$ cat src/inc/lts_defs.svh
/*
  Register offsets, field positions and reset values of the line transceiver
  pin function selector.
  Assumes a 32-bit AXI4-Lite register bus with byte addresses.
*/
`ifndef LTS_DEFS_SVH
`define LTS_DEFS_SVH

// register byte offsets
`define LTS_OFF_CTRL_TWO   8'h00
`define LTS_OFF_CTRL_FOUR  8'h04
`define LTS_OFF_CTRL_FIVE  8'h08
`define LTS_OFF_CTRL_SEVEN 8'h0C
`define LTS_OFF_CTRL_ONE   8'h10
`define LTS_OFF_STATUS     8'h14
`define LTS_OFF_IRQ_STAT   8'h18
`define LTS_OFF_IRQ_MASK   8'h1C

// control field positions
`define LTS_BIT_SF_DIR     0
`define LTS_BIT_NT_MODE    1
`define LTS_BIT_RX_SF_EN   0
`define LTS_BIT_IO1_DIR    0
`define LTS_BIT_IO1_OUT    1
`define LTS_BIT_CORDLESS   0
`define LTS_BIT_CLK_MASTER 0

// interrupt bits
`define LTS_IRQ_W          3
`define LTS_IRQ_WAKE       0
`define LTS_IRQ_CORDLESS   1
`define LTS_IRQ_RX_SF      2

// reset values
`define LTS_RST_CTRL_TWO   2'h0
`define LTS_RST_CTRL_FIVE  2'h1
`define LTS_RST_IRQ_MASK   3'h0

// bus responses
`define LTS_RESP_OKAY      2'h0
`define LTS_RESP_SLVERR    2'h2

`endif

$ cat src/inc/lts_pkg.sv
/*
  Types of the line transceiver pin function selector.
  Assumes nothing beyond a SystemVerilog compiler.
*/
package lts_pkg;
  // strap configuration, encoded as {strap_high_bit, strap_low_bit}
  typedef enum logic [1:0] {
    LTS_CFG_NTRR,
    LTS_CFG_LTRR,
    LTS_CFG_NTTE,
    LTS_CFG_NT1
  } lts_cfg_e;
endpackage

$ cat src/rtl/lts_pin_select.sv
/*
  Pin function and direction selector of a 2B1Q line transceiver, with its
  control registers on AXI4-Lite and one level interrupt.
  Assumes the transceiver core runs on clk and that all pins arrive unsynced.
*/
`include "lts_defs.svh"

module lts_pin_select
  import lts_pkg::*;
#(
  parameter int ADDR_W = 8
) (
  // clock and reset
  input  wire logic              clk,
  input  wire logic              rst,
  // AXI4-Lite slave
  input  wire logic [ADDR_W-1:0] s_axi_awaddr,
  input  wire logic              s_axi_awvalid,
  output logic                   s_axi_awready,
  input  wire logic [31:0]       s_axi_wdata,
  input  wire logic [3:0]        s_axi_wstrb,
  input  wire logic              s_axi_wvalid,
  output logic                   s_axi_wready,
  output logic [1:0]             s_axi_bresp,
  output logic                   s_axi_bvalid,
  input  wire logic              s_axi_bready,
  input  wire logic [ADDR_W-1:0] s_axi_araddr,
  input  wire logic              s_axi_arvalid,
  output logic                   s_axi_arready,
  output logic [31:0]            s_axi_rdata,
  output logic [1:0]             s_axi_rresp,
  output logic                   s_axi_rvalid,
  input  wire logic              s_axi_rready,
  // interrupt
  output logic                   irq,
  // strap and select pins
  input  wire logic              chipClearN,
  input  wire logic              microPortSelect,
  input  wire logic              assignerVsStrapSelect,
  input  wire logic              pin17In,
  input  wire logic              pin19In,
  // frame sync a pin
  input  wire logic              frameSyncAIn,
  output logic                   frameSyncAOut,
  output logic                   frameSyncAOe,
  // pin 7
  input  wire logic              pin7In,
  output logic                   pin7Out,
  output logic                   pin7Oe,
  // general pin one
  input  wire logic              generalPinOneIn,
  output logic                   generalPinOneOut,
  output logic                   generalPinOneOe,
  // tx superframe pin
  input  wire logic              txSuperframeIn,
  output logic                   txSuperframeOut,
  output logic                   txSuperframeOe,
  // rx superframe pin
  output logic                   rxSuperframeOut,
  output logic                   rxSuperframeOe,
  // line wake pin, open drain
  output logic                   lineWakeOut,
  output logic                   lineWakeOe,
  // transceiver core, same clock
  input  wire logic              coreFrameSyncA,
  input  wire logic              coreSecondStrobe,
  input  wire logic              coreTxSfMark,
  input  wire logic              coreCordlessMsgOk,
  input  wire logic              coreRxSfLevel,
  input  wire logic              coreWakeTone,
  input  wire logic              corePowerDown,
  input  wire logic              corePoweredUp,
  // results to the core
  output lts_cfg_e               configMode,
  output logic                   assignerMode,
  output logic [2:0]             chanNumber,
  output logic                   ps1Bit,
  output logic                   pll1Disable,
  output logic                   febeReportEn,
  output logic                   freeRunSyncWord,
  output logic                   lineTestSelB,
  output logic                   txSuperframeSys,
  output logic                   frameSyncASys,
  output logic                   secondStrobeSys
);

  // synchronised pins
  logic [8:0] pinSync;
  wire        clearN   = pinSync[8];
  wire        mwPin    = pinSync[7];
  wire        moPin    = pinSync[6];
  wire        p17      = pinSync[5];
  wire        p19      = pinSync[4];
  wire        p7       = pinSync[3];
  wire        fsaPin   = pinSync[2];
  wire        gpPin    = pinSync[1];
  wire        p22      = pinSync[0];

  lts_sync2 #(.WIDTH(9)) u_sync (
    .clk     (clk),
    .rst     (rst),
    .asyncIn ({chipClearN, microPortSelect, assignerVsStrapSelect, pin17In, pin19In,
               pin7In, frameSyncAIn, generalPinOneIn, txSuperframeIn}),
    .syncOut (pinSync)
  );

  // control registers
  logic [1:0]           ctrlTwo_r;
  logic                 ctrlFour_r;
  logic [1:0]           ctrlFive_r;
  logic                 ctrlSeven_r;
  logic                 ctrlOne_r;
  logic [`LTS_IRQ_W-1:0] irqStat_r;
  logic [`LTS_IRQ_W-1:0] irqMask_r;
  logic                 wake_r;
  logic                 rxSfPrev_r;
  logic                 txSfOut_r;
  logic                 rxSfOut_r;

  // configuration decode
  // no added latency
  assign assignerMode = ~moPin;
  assign configMode   = lts_cfg_e'({p17, p19});
  wire   cfgNtte      = moPin & (configMode == LTS_CFG_NTTE);
  wire   cfgNt1       = moPin & (configMode == LTS_CFG_NT1);
  wire   cfgLtrr      = moPin & (configMode == LTS_CFG_LTRR);
  wire   cfgNtrr      = moPin & (configMode == LTS_CFG_NTRR);
  wire   nonAuto      = assignerMode | cfgNtte;
  wire   autoMode     = ~nonAuto;
  wire   sfDir        = ctrlTwo_r[`LTS_BIT_SF_DIR];
  wire   ntMode       = ctrlTwo_r[`LTS_BIT_NT_MODE];
  wire   io1IsIn      = ctrlFive_r[`LTS_BIT_IO1_DIR];

  assign chanNumber   = assignerMode ? {p17, p19, p7} : 3'h0;

  // general pin one and its alternate inputs
  // general purpose I/O
  assign generalPinOneOe  = ~mwPin & nonAuto & ~io1IsIn;
  assign generalPinOneOut = ctrlFive_r[`LTS_BIT_IO1_OUT];
  assign ps1Bit       = ~mwPin & (cfgNt1 | cfgNtrr) & gpPin;
  assign pll1Disable  = ~mwPin & cfgLtrr & gpPin;

  assign febeReportEn = ~mwPin & autoMode & p22;

  // tx superframe pin direction; cordless pulses need the pin driven
  // superframe direction
  assign txSuperframeOe  = nonAuto & (ntMode | sfDir | ctrlSeven_r);
  assign freeRunSyncWord = nonAuto & sfDir & ~ntMode;
  assign txSuperframeSys = (nonAuto & ~txSuperframeOe) ? p22 : 1'b0;
  assign txSuperframeOut = txSfOut_r;

  assign rxSuperframeOe  = ctrlFour_r & ~mwPin & nonAuto;
  assign rxSuperframeOut = rxSfOut_r;

  assign frameSyncAOe  = mwPin ? ctrlOne_r : (moPin & (p17 | ~p19));
  assign frameSyncAOut = coreFrameSyncA;
  assign frameSyncASys = frameSyncAOe ? 1'b0 : fsaPin;

  assign pin7Oe          = mwPin ? ctrlOne_r : (moPin & p17 & ~p19);
  assign pin7Out         = coreSecondStrobe;
  assign secondStrobeSys = (mwPin & ~pin7Oe) ? p7 : 1'b0;
  assign lineTestSelB    = (~mwPin & moPin & ~pin7Oe) ? p7 : 1'b0;

  // open drain wake, only ever pulls low
  assign lineWakeOut = 1'b0;
  assign lineWakeOe  = wake_r;

  // bus slave state
  logic              awHeld_r;
  logic              wHeld_r;
  logic [ADDR_W-1:0] awAddr_r;
  logic [31:0]       wData_r;
  logic              wStrb0_r;

  assign s_axi_awready = ~awHeld_r & ~s_axi_bvalid;
  assign s_axi_wready  = ~wHeld_r & ~s_axi_bvalid;
  assign s_axi_arready = ~s_axi_rvalid;
  wire   doWrite       = awHeld_r & wHeld_r & ~s_axi_bvalid;
  wire   wrEn          = doWrite & wStrb0_r;
  wire   arFire        = s_axi_arvalid & s_axi_arready;

  // write decode
  wire wrTwo    = wrEn & (awAddr_r == `LTS_OFF_CTRL_TWO);
  wire wrFour   = wrEn & (awAddr_r == `LTS_OFF_CTRL_FOUR);
  wire wrFive   = wrEn & (awAddr_r == `LTS_OFF_CTRL_FIVE);
  wire wrSeven  = wrEn & (awAddr_r == `LTS_OFF_CTRL_SEVEN);
  wire wrOne    = wrEn & (awAddr_r == `LTS_OFF_CTRL_ONE);
  wire wrStat   = wrEn & (awAddr_r == `LTS_OFF_IRQ_STAT);
  wire wrMask   = wrEn & (awAddr_r == `LTS_OFF_IRQ_MASK);
  wire wrMapped = (awAddr_r[7:0] <= `LTS_OFF_IRQ_MASK) & (awAddr_r[1:0] == 2'h0)
                  & (awAddr_r != `LTS_OFF_STATUS);

  // read decode; status shows the live pin configuration
  wire [31:0] statusWord = {23'h0, mwPin, wake_r, gpPin, chanNumber, moPin, p17, p19};
  wire [7:0]  rdAddr     = s_axi_araddr[7:0];
  wire        rdMapped   = (rdAddr <= `LTS_OFF_IRQ_MASK) & (rdAddr[1:0] == 2'h0);
  wire [31:0] rdMux =
    (rdAddr == `LTS_OFF_CTRL_TWO)   ? {30'h0, ctrlTwo_r}  :
    (rdAddr == `LTS_OFF_CTRL_FOUR)  ? {31'h0, ctrlFour_r} :
    (rdAddr == `LTS_OFF_CTRL_FIVE)  ? {30'h0, ctrlFive_r} :
    (rdAddr == `LTS_OFF_CTRL_SEVEN) ? {31'h0, ctrlSeven_r} :
    (rdAddr == `LTS_OFF_CTRL_ONE)   ? {31'h0, ctrlOne_r}  :
    (rdAddr == `LTS_OFF_STATUS)     ? statusWord          :
    (rdAddr == `LTS_OFF_IRQ_STAT)   ? {29'h0, irqStat_r}  :
    (rdAddr == `LTS_OFF_IRQ_MASK)   ? {29'h0, irqMask_r}  : 32'h0000_0000;

  // address and data may arrive in either order
  always_ff @(posedge clk or posedge rst) begin
    if (rst) begin
      awHeld_r <= 1'b0;
      wHeld_r  <= 1'b0;
      awAddr_r <= '0;
      wData_r  <= 32'h0000_0000;
      wStrb0_r <= 1'b0;
    end else begin
      if (s_axi_awvalid & s_axi_awready) begin
        awHeld_r <= 1'b1;
        awAddr_r <= s_axi_awaddr;
      end else if (doWrite) begin
        awHeld_r <= 1'b0;
      end
      if (s_axi_wvalid & s_axi_wready) begin
        wHeld_r  <= 1'b1;
        wData_r  <= s_axi_wdata;
        wStrb0_r <= s_axi_wstrb[0];
      end else if (doWrite) begin
        wHeld_r <= 1'b0;
      end
    end
  end

  // write response one cycle after both halves are held
  always_ff @(posedge clk or posedge rst) begin
    if (rst) begin
      s_axi_bvalid <= 1'b0;
      s_axi_bresp  <= `LTS_RESP_OKAY;
    end else if (doWrite) begin
      s_axi_bvalid <= 1'b1;
      s_axi_bresp  <= wrMapped ? `LTS_RESP_OKAY : `LTS_RESP_SLVERR;
    end else if (s_axi_bready) begin
      s_axi_bvalid <= 1'b0;
    end
  end

  // read data registered; unmapped reads give zero and an error
  always_ff @(posedge clk or posedge rst) begin
    if (rst) begin
      s_axi_rvalid <= 1'b0;
      s_axi_rdata  <= 32'h0000_0000;
      s_axi_rresp  <= `LTS_RESP_OKAY;
    end else if (arFire) begin
      s_axi_rvalid <= 1'b1;
      s_axi_rdata  <= rdMux;
      s_axi_rresp  <= rdMapped ? `LTS_RESP_OKAY : `LTS_RESP_SLVERR;
    end else if (s_axi_rready) begin
      s_axi_rvalid <= 1'b0;
    end
  end

  // control registers; the clear pin restores defaults like reset
  // chip clear
  always_ff @(posedge clk or posedge rst) begin
    if (rst) begin
      ctrlTwo_r   <= `LTS_RST_CTRL_TWO;
      ctrlFour_r  <= 1'b0;
      ctrlFive_r  <= `LTS_RST_CTRL_FIVE;
      ctrlSeven_r <= 1'b0;
      ctrlOne_r   <= 1'b0;
      irqMask_r   <= `LTS_RST_IRQ_MASK;
    end else if (~clearN) begin
      ctrlTwo_r   <= `LTS_RST_CTRL_TWO;
      ctrlFour_r  <= 1'b0;
      ctrlFive_r  <= `LTS_RST_CTRL_FIVE;
      ctrlSeven_r <= 1'b0;
      ctrlOne_r   <= 1'b0;
      irqMask_r   <= `LTS_RST_IRQ_MASK;
    end else begin
      if (wrTwo)   ctrlTwo_r   <= wData_r[1:0];
      if (wrFour)  ctrlFour_r  <= wData_r[`LTS_BIT_RX_SF_EN];
      if (wrFive)  ctrlFive_r  <= wData_r[1:0];
      if (wrSeven) ctrlSeven_r <= wData_r[`LTS_BIT_CORDLESS];
      if (wrOne)   ctrlOne_r   <= wData_r[`LTS_BIT_CLK_MASTER];
      if (wrMask)  irqMask_r   <= wData_r[`LTS_IRQ_W-1:0];
    end
  end

  // events; a new event wins over a write-one clear
  // superframe start edge
  wire rxSfRise = coreRxSfLevel & ~rxSfPrev_r;
  wire cordlessPulse = ctrlSeven_r & coreCordlessMsgOk;
  wire wakeSet = coreWakeTone & corePowerDown & ~corePoweredUp;
  wire [`LTS_IRQ_W-1:0] irqEvt = {rxSfRise, cordlessPulse, wakeSet};
  wire [`LTS_IRQ_W-1:0] irqClr = wrStat ? wData_r[`LTS_IRQ_W-1:0] : '0;

  always_ff @(posedge clk or posedge rst) begin
    if (rst) begin
      irqStat_r  <= '0;
      rxSfPrev_r <= 1'b0;
    end else begin
      irqStat_r  <= clearN ? ((irqStat_r & ~irqClr) | irqEvt) : '0;
      rxSfPrev_r <= coreRxSfLevel;
    end
  end

  assign irq = |(irqStat_r & irqMask_r);

  // pin output flops
  // cordless sync pulse
  always_ff @(posedge clk or posedge rst) begin
    if (rst) begin
      txSfOut_r <= 1'b0;
      rxSfOut_r <= 1'b0;
    end else begin
      txSfOut_r <= ctrlSeven_r ? coreCordlessMsgOk : coreTxSfMark;
      rxSfOut_r <= coreRxSfLevel;
    end
  end

  always_ff @(posedge clk or posedge rst) begin
    if (rst) begin
      wake_r <= 1'b0;
    end else if (corePoweredUp) begin
      wake_r <= 1'b0;
    end else if (wakeSet) begin
      wake_r <= 1'b1;
    end
  end
endmodule

$ cat src/rtl/lts_sync2.sv
/*
  Two flip-flop synchroniser for a group of pin levels.
  Assumes the inputs are quasi-static levels from outside the clock domain.
*/
module lts_sync2 #(
  parameter int WIDTH = 1
) (
  // clock and reset
  input  wire logic             clk,
  input  wire logic             rst,
  // levels
  input  wire logic [WIDTH-1:0] asyncIn,
  output logic      [WIDTH-1:0] syncOut
);
  logic [WIDTH-1:0] meta_r;

  // first stage is read only by the second
  always_ff @(posedge clk or posedge rst) begin
    if (rst) begin
      meta_r  <= '0;
      syncOut <= '0;
    end else begin
      meta_r  <= asyncIn;
      syncOut <= meta_r;
    end
  end
endmodule
$ cat config.mk
export PLATFORM = sky130hd
export DESIGN_NAME = lts_pin_select
export DESIGN_NICKNAME = d
export VERILOG_FILES = /design/src/inc/lts_pkg.sv /design/src/rtl/lts_pin_select.sv /design/src/rtl/lts_sync2.sv
export VERILOG_INCLUDE_DIRS = /design/src /design/src/inc
export SDC_FILE = /design/constraint.sdc
export NUM_CORES = 1
export LEC_CHECK = 0
export ABC_CLOCK_PERIOD_IN_PS = 4450
export BUFFER_PORTS_ARGS = -buffer_cell sky130_fd_sc_hd__buf_4
export CORE_ASPECT_RATIO = 0.8
export CORE_MARGIN = 3
export CORE_UTILIZATION = 49
export CTS_CLUSTER_SIZE = 30
export DETAILED_ROUTE_END_ITERATION = 8
export GPL_TIMING_DRIVEN = 0
export PLACE_DENSITY = 0.84
export SKIP_CTS_REPAIR_TIMING = 1
export SYNTH_ARGS = -nofsm -noshare
export SYNTH_HDL_FRONTEND = slang
export SYNTH_SLANG_ARGS = --single-unit
$ cat constraint.sdc
create_clock -name clk -period 4.45 [get_ports clk]
set_input_delay 0.89 -clock clk [delete_from_list [all_inputs] [get_ports clk]]
set_output_delay 0.89 -clock clk [all_outputs]
set_load 0.05 [all_outputs]
==> impl_metrics.json <==
{
  "max_stage_delay_ps": 440,
  "synth_ff_type": "dfrtp_1",
  "slowest_stage": "dfrtp_1",
  "synth_cells": 261,
  "core_area_um2": 5560,
  "dr.pass1.iters": 4,
  "hold_path.class": "reg -> reg",
  "end_kind": "output port",
  "worst_pin_slew_ps": 607,
  "setup_viol": 0,
  "vdd_drop_max_uv": 285,
  "ys_seq_area_frac": 0.531,
  "antenna_found_initial": 0,
  "grt_max_degree": 34,
  "fillers": 433,
  "clockRootBuffer": "clkbuf_8",
  "placed_cell_area_um2": 3690,
  "drtIter0Drc": 242,
  "seq_power_share": 0.397,
  "reg2reg_slack_ps": 2480,
  "tritoncts": "done",
  "cts_max_level": 3,
  "tns_ps": 0,
  "yosysWarnings": 0,
  "min_from": "u_sync.meta_r[7]$_DFF_PP0_",
  "layout_min_cycle_time_ps": 2660,
  "power_mw": 1.85,
  "syn_area_um2": 2880,
  "drc": 0,
  "port_buffers": 81,
  "dp_slack_ps": 1860,
  "p_clk_frac": 0.295,
  "arrival_ps": 1770,
  "final-seq-area_um2": 1530,
  "grt_busiest_layer": "met2",
  "clock-sinks": 61,
  "clkSlewWorstSetupHoldPaths_ps": 70,
  "grt_util_met3": 0.0748,
  "power_switching_mw": 0.676,
  "grt_pass1_vias": 2179,
  "numCtsBuffers": 9,
  "r2r_start": "awAddr_r[0]$_DFFE_PP0P_",
  "nets": 455,
  "placedCellCount": 446,
  "hold_slack_ps": 350,
  "synthToLayoutAreaGrowth_pct": 36.2,
  "comb_power_share": 0.309,
  "post-route-util": 0.705,
  "multi_input_area_um2": 1140,
  "reg2regPathDepth": 5,
  "hold_viol": 0,
  "avgSynthCellArea_um2": 11.0,
  "swShare": 0.365,
  "grtUsageMet1": 0.255,
  "drt-total-wl_um": 6760,
  "vias": 2297,
  "synthArstFlopShare": 1.00,
  "ys_seq_elements": 61,
  "hold_end": "u_sync.syncOut[7]$_DFF_PP0_",
  "cts_buffer_depth": 2,
  "cp_cell_sequence": "nand2b_1 > and2_1 > nor3b_1 > buf_4",
  "start_kind": "register",
  "antenna_left": 0,
  "post_drt_wl_per_cell_um": 14.6,
  "run_status": "finished clean",
  "viasPerCell": 4.97,
  "grt_pass1_wl_um": 10600,
  "synth-edff-count": 0,
  "yosysUniqueCellTypes": 43,
  "slew_viol_final": 0,
  "maxCapViolCount": 0,
  "worst_slew_margin_rel": 0.595,
  "power.leakage_nw": 1.93,
  "dp_hpwl_um": 5070,
  "fmax_mhz": 376,
  "setup_slack_ps": 1790,
  "required_ps": 3560,
  "grt-ovfl-total": 0,
  "fp-row-count": 24,
  "p_int_mw": 1.18,
  "antennaDiodeCount": 0,
  "die_area_um2": 6830,
  "stdcell_count": 462,
  "clock_latency_ps": 350,
  "finalCritPeriodShare": 0.597,
  "ioPinCount": 144,
  "rsz0062_at_grt": "no",
  "die_x_um": 91.6,
  "track_usage": 0.207,
  "final_cell_mix": "111 x buf_4, 60 x dfrtp_1, 26 x conb_1, 19 x nand2_1, 18 x nor2b_1",
  "power_density_nw_per_um2": 473,
  "critPathKind": "reg -> out",
  "hold_path_depth": 0,
  "skew_ps": 7.37,
  "gr-usage-met2": 0.329,
  "die_h_um": 74.5,
  "floorplan.initialDensity": 0.518,
  "final_common_cell": "buf_4",
  "gp_congestion": 0.801,
  "r2r-end": "ctrlOne_r$_DFFE_PP0P_",
  "cp_max_fo": 5,
  "layout-drive-gt1-share": 0.398,
  "stdcell_area_um2": 3920
}
power groups by stage:
stage / logic, mW / clock network, mW / registers [mW]
after floorplan: 0.368 / 0 / 0.778
after global placement: 0.547 / 0 / 0.735
after detailed placement: 0.567 / 0 / 0.742
after CTS: 0.573 / 0.558 / 0.733
after global routing: 0.609 / 0.585 / 0.747
final: 0.572 / 0.546 / 0.735
registers in the layout, indices dropped and copies added, names as in the netlist, 2 cells and up:
register,cells
u_sync.meta_r,9
wData_r,3
u_sync.syncOut,9
s_axi_rdata,9
irqStat_r,3
irqMask_r,3
awAddr_r,8
ctrlTwo_r,2
ctrlFive_r,2
layer usage:
layer | part of all wire | vias to the layer above
met5 | 0 | -
met4 | 0.021 | 0
met3 | 0.097 | 14
met2 | 0.49 | 118
met1 | 0.39 | 1080
li1 | - | 1085
critical path: cells and delay by family (launching register included):
family                 cells  cell delay (ps)
DFF                        1              440
and+or+nand+nor            3              740
buffers and inverters      1              250
area by class of cell:
| class | count | area share |
|---|---|---|
| buffer | 40 | 0.0693 |
| clock buffer | 9 | 0.0316 |
| multi-input combinational | 176 | 0.290 |
| clock inverter | 7 | 0.0252 |
| sequential | 61 | 0.390 |
| inverter | 9 | 0.00862 |
| tap | 78 | 0.0249 |
| timing repair buffer | 82 | 0.160 |
worst max path at each step:
stage | start | to
CTS | u_sync.syncOut[4]$_DFF_PP0_ | freeRunSyncWord
detailed placement | s_axi_araddr[1] | s_axi_rdata[6]$_DFFE_PP0P_
global route | u_sync.syncOut[4]$_DFF_PP0_ | freeRunSyncWord
global placement | rst | wHeld_r$_DFFE_PP0P_
floorplan | u_sync.syncOut[4]$_DFF_PP0_ | freeRunSyncWord
finish | u_sync.syncOut[4]$_DFF_PP0_ | freeRunSyncWord
cells in the mapped netlist, types with 2 or more instances:
| cell type | number | share of area |
|---|---|---|
| nand2_1 | 19 | 0.025 |
| o21a_1 | 2 | 0.0052 |
| nor4_4 | 2 | 0.015 |
| or4_1 | 2 | 0.0052 |
| mux2i_1 | 9 | 0.031 |
| a21oi_1 | 7 | 0.012 |
| clkbuf_1 | 8 | 0.010 |
| buf_4 | 30 | 0.078 |
| inv_1 | 9 | 0.012 |
| o21ai_0 | 13 | 0.023 |
| mux2_2 | 14 | 0.055 |
| a21boi_1 | 2 | 0.0052 |
| nand3b_1 | 4 | 0.010 |
| dfrtp_1 | 60 | 0.52 |
| nor2b_1 | 18 | 0.039 |
| or4_4 | 2 | 0.0078 |
| a31oi_1 | 4 | 0.0087 |
| nor2_1 | 11 | 0.014 |
| and3_1 | 3 | 0.0065 |
| nand2b_1 | 5 | 0.011 |
| nor3_1 | 5 | 0.0087 |
| nor3b_1 | 2 | 0.0052 |
| o31ai_1 | 3 | 0.0078 |
| a22o_1 | 7 | 0.021 |
| nand3_1 | 2 | 0.0035 |
cells by family (layout without fill, tap and decap cells):
| kind of cell | after synthesis | after routing | share of synthesized area |
|---|---|---|---|
| compound gates | 42 | 42 | 0.0949 |
| buf+inv | 49 | 147 | 0.106 |
| flops | 61 | 61 | 0.531 |
| mux | 23 | 23 | 0.0862 |
| other cells | 1 | 26 | 0.00130 |
| simple gates | 85 | 85 | 0.180 |
(Power assumes the default switching activity.)
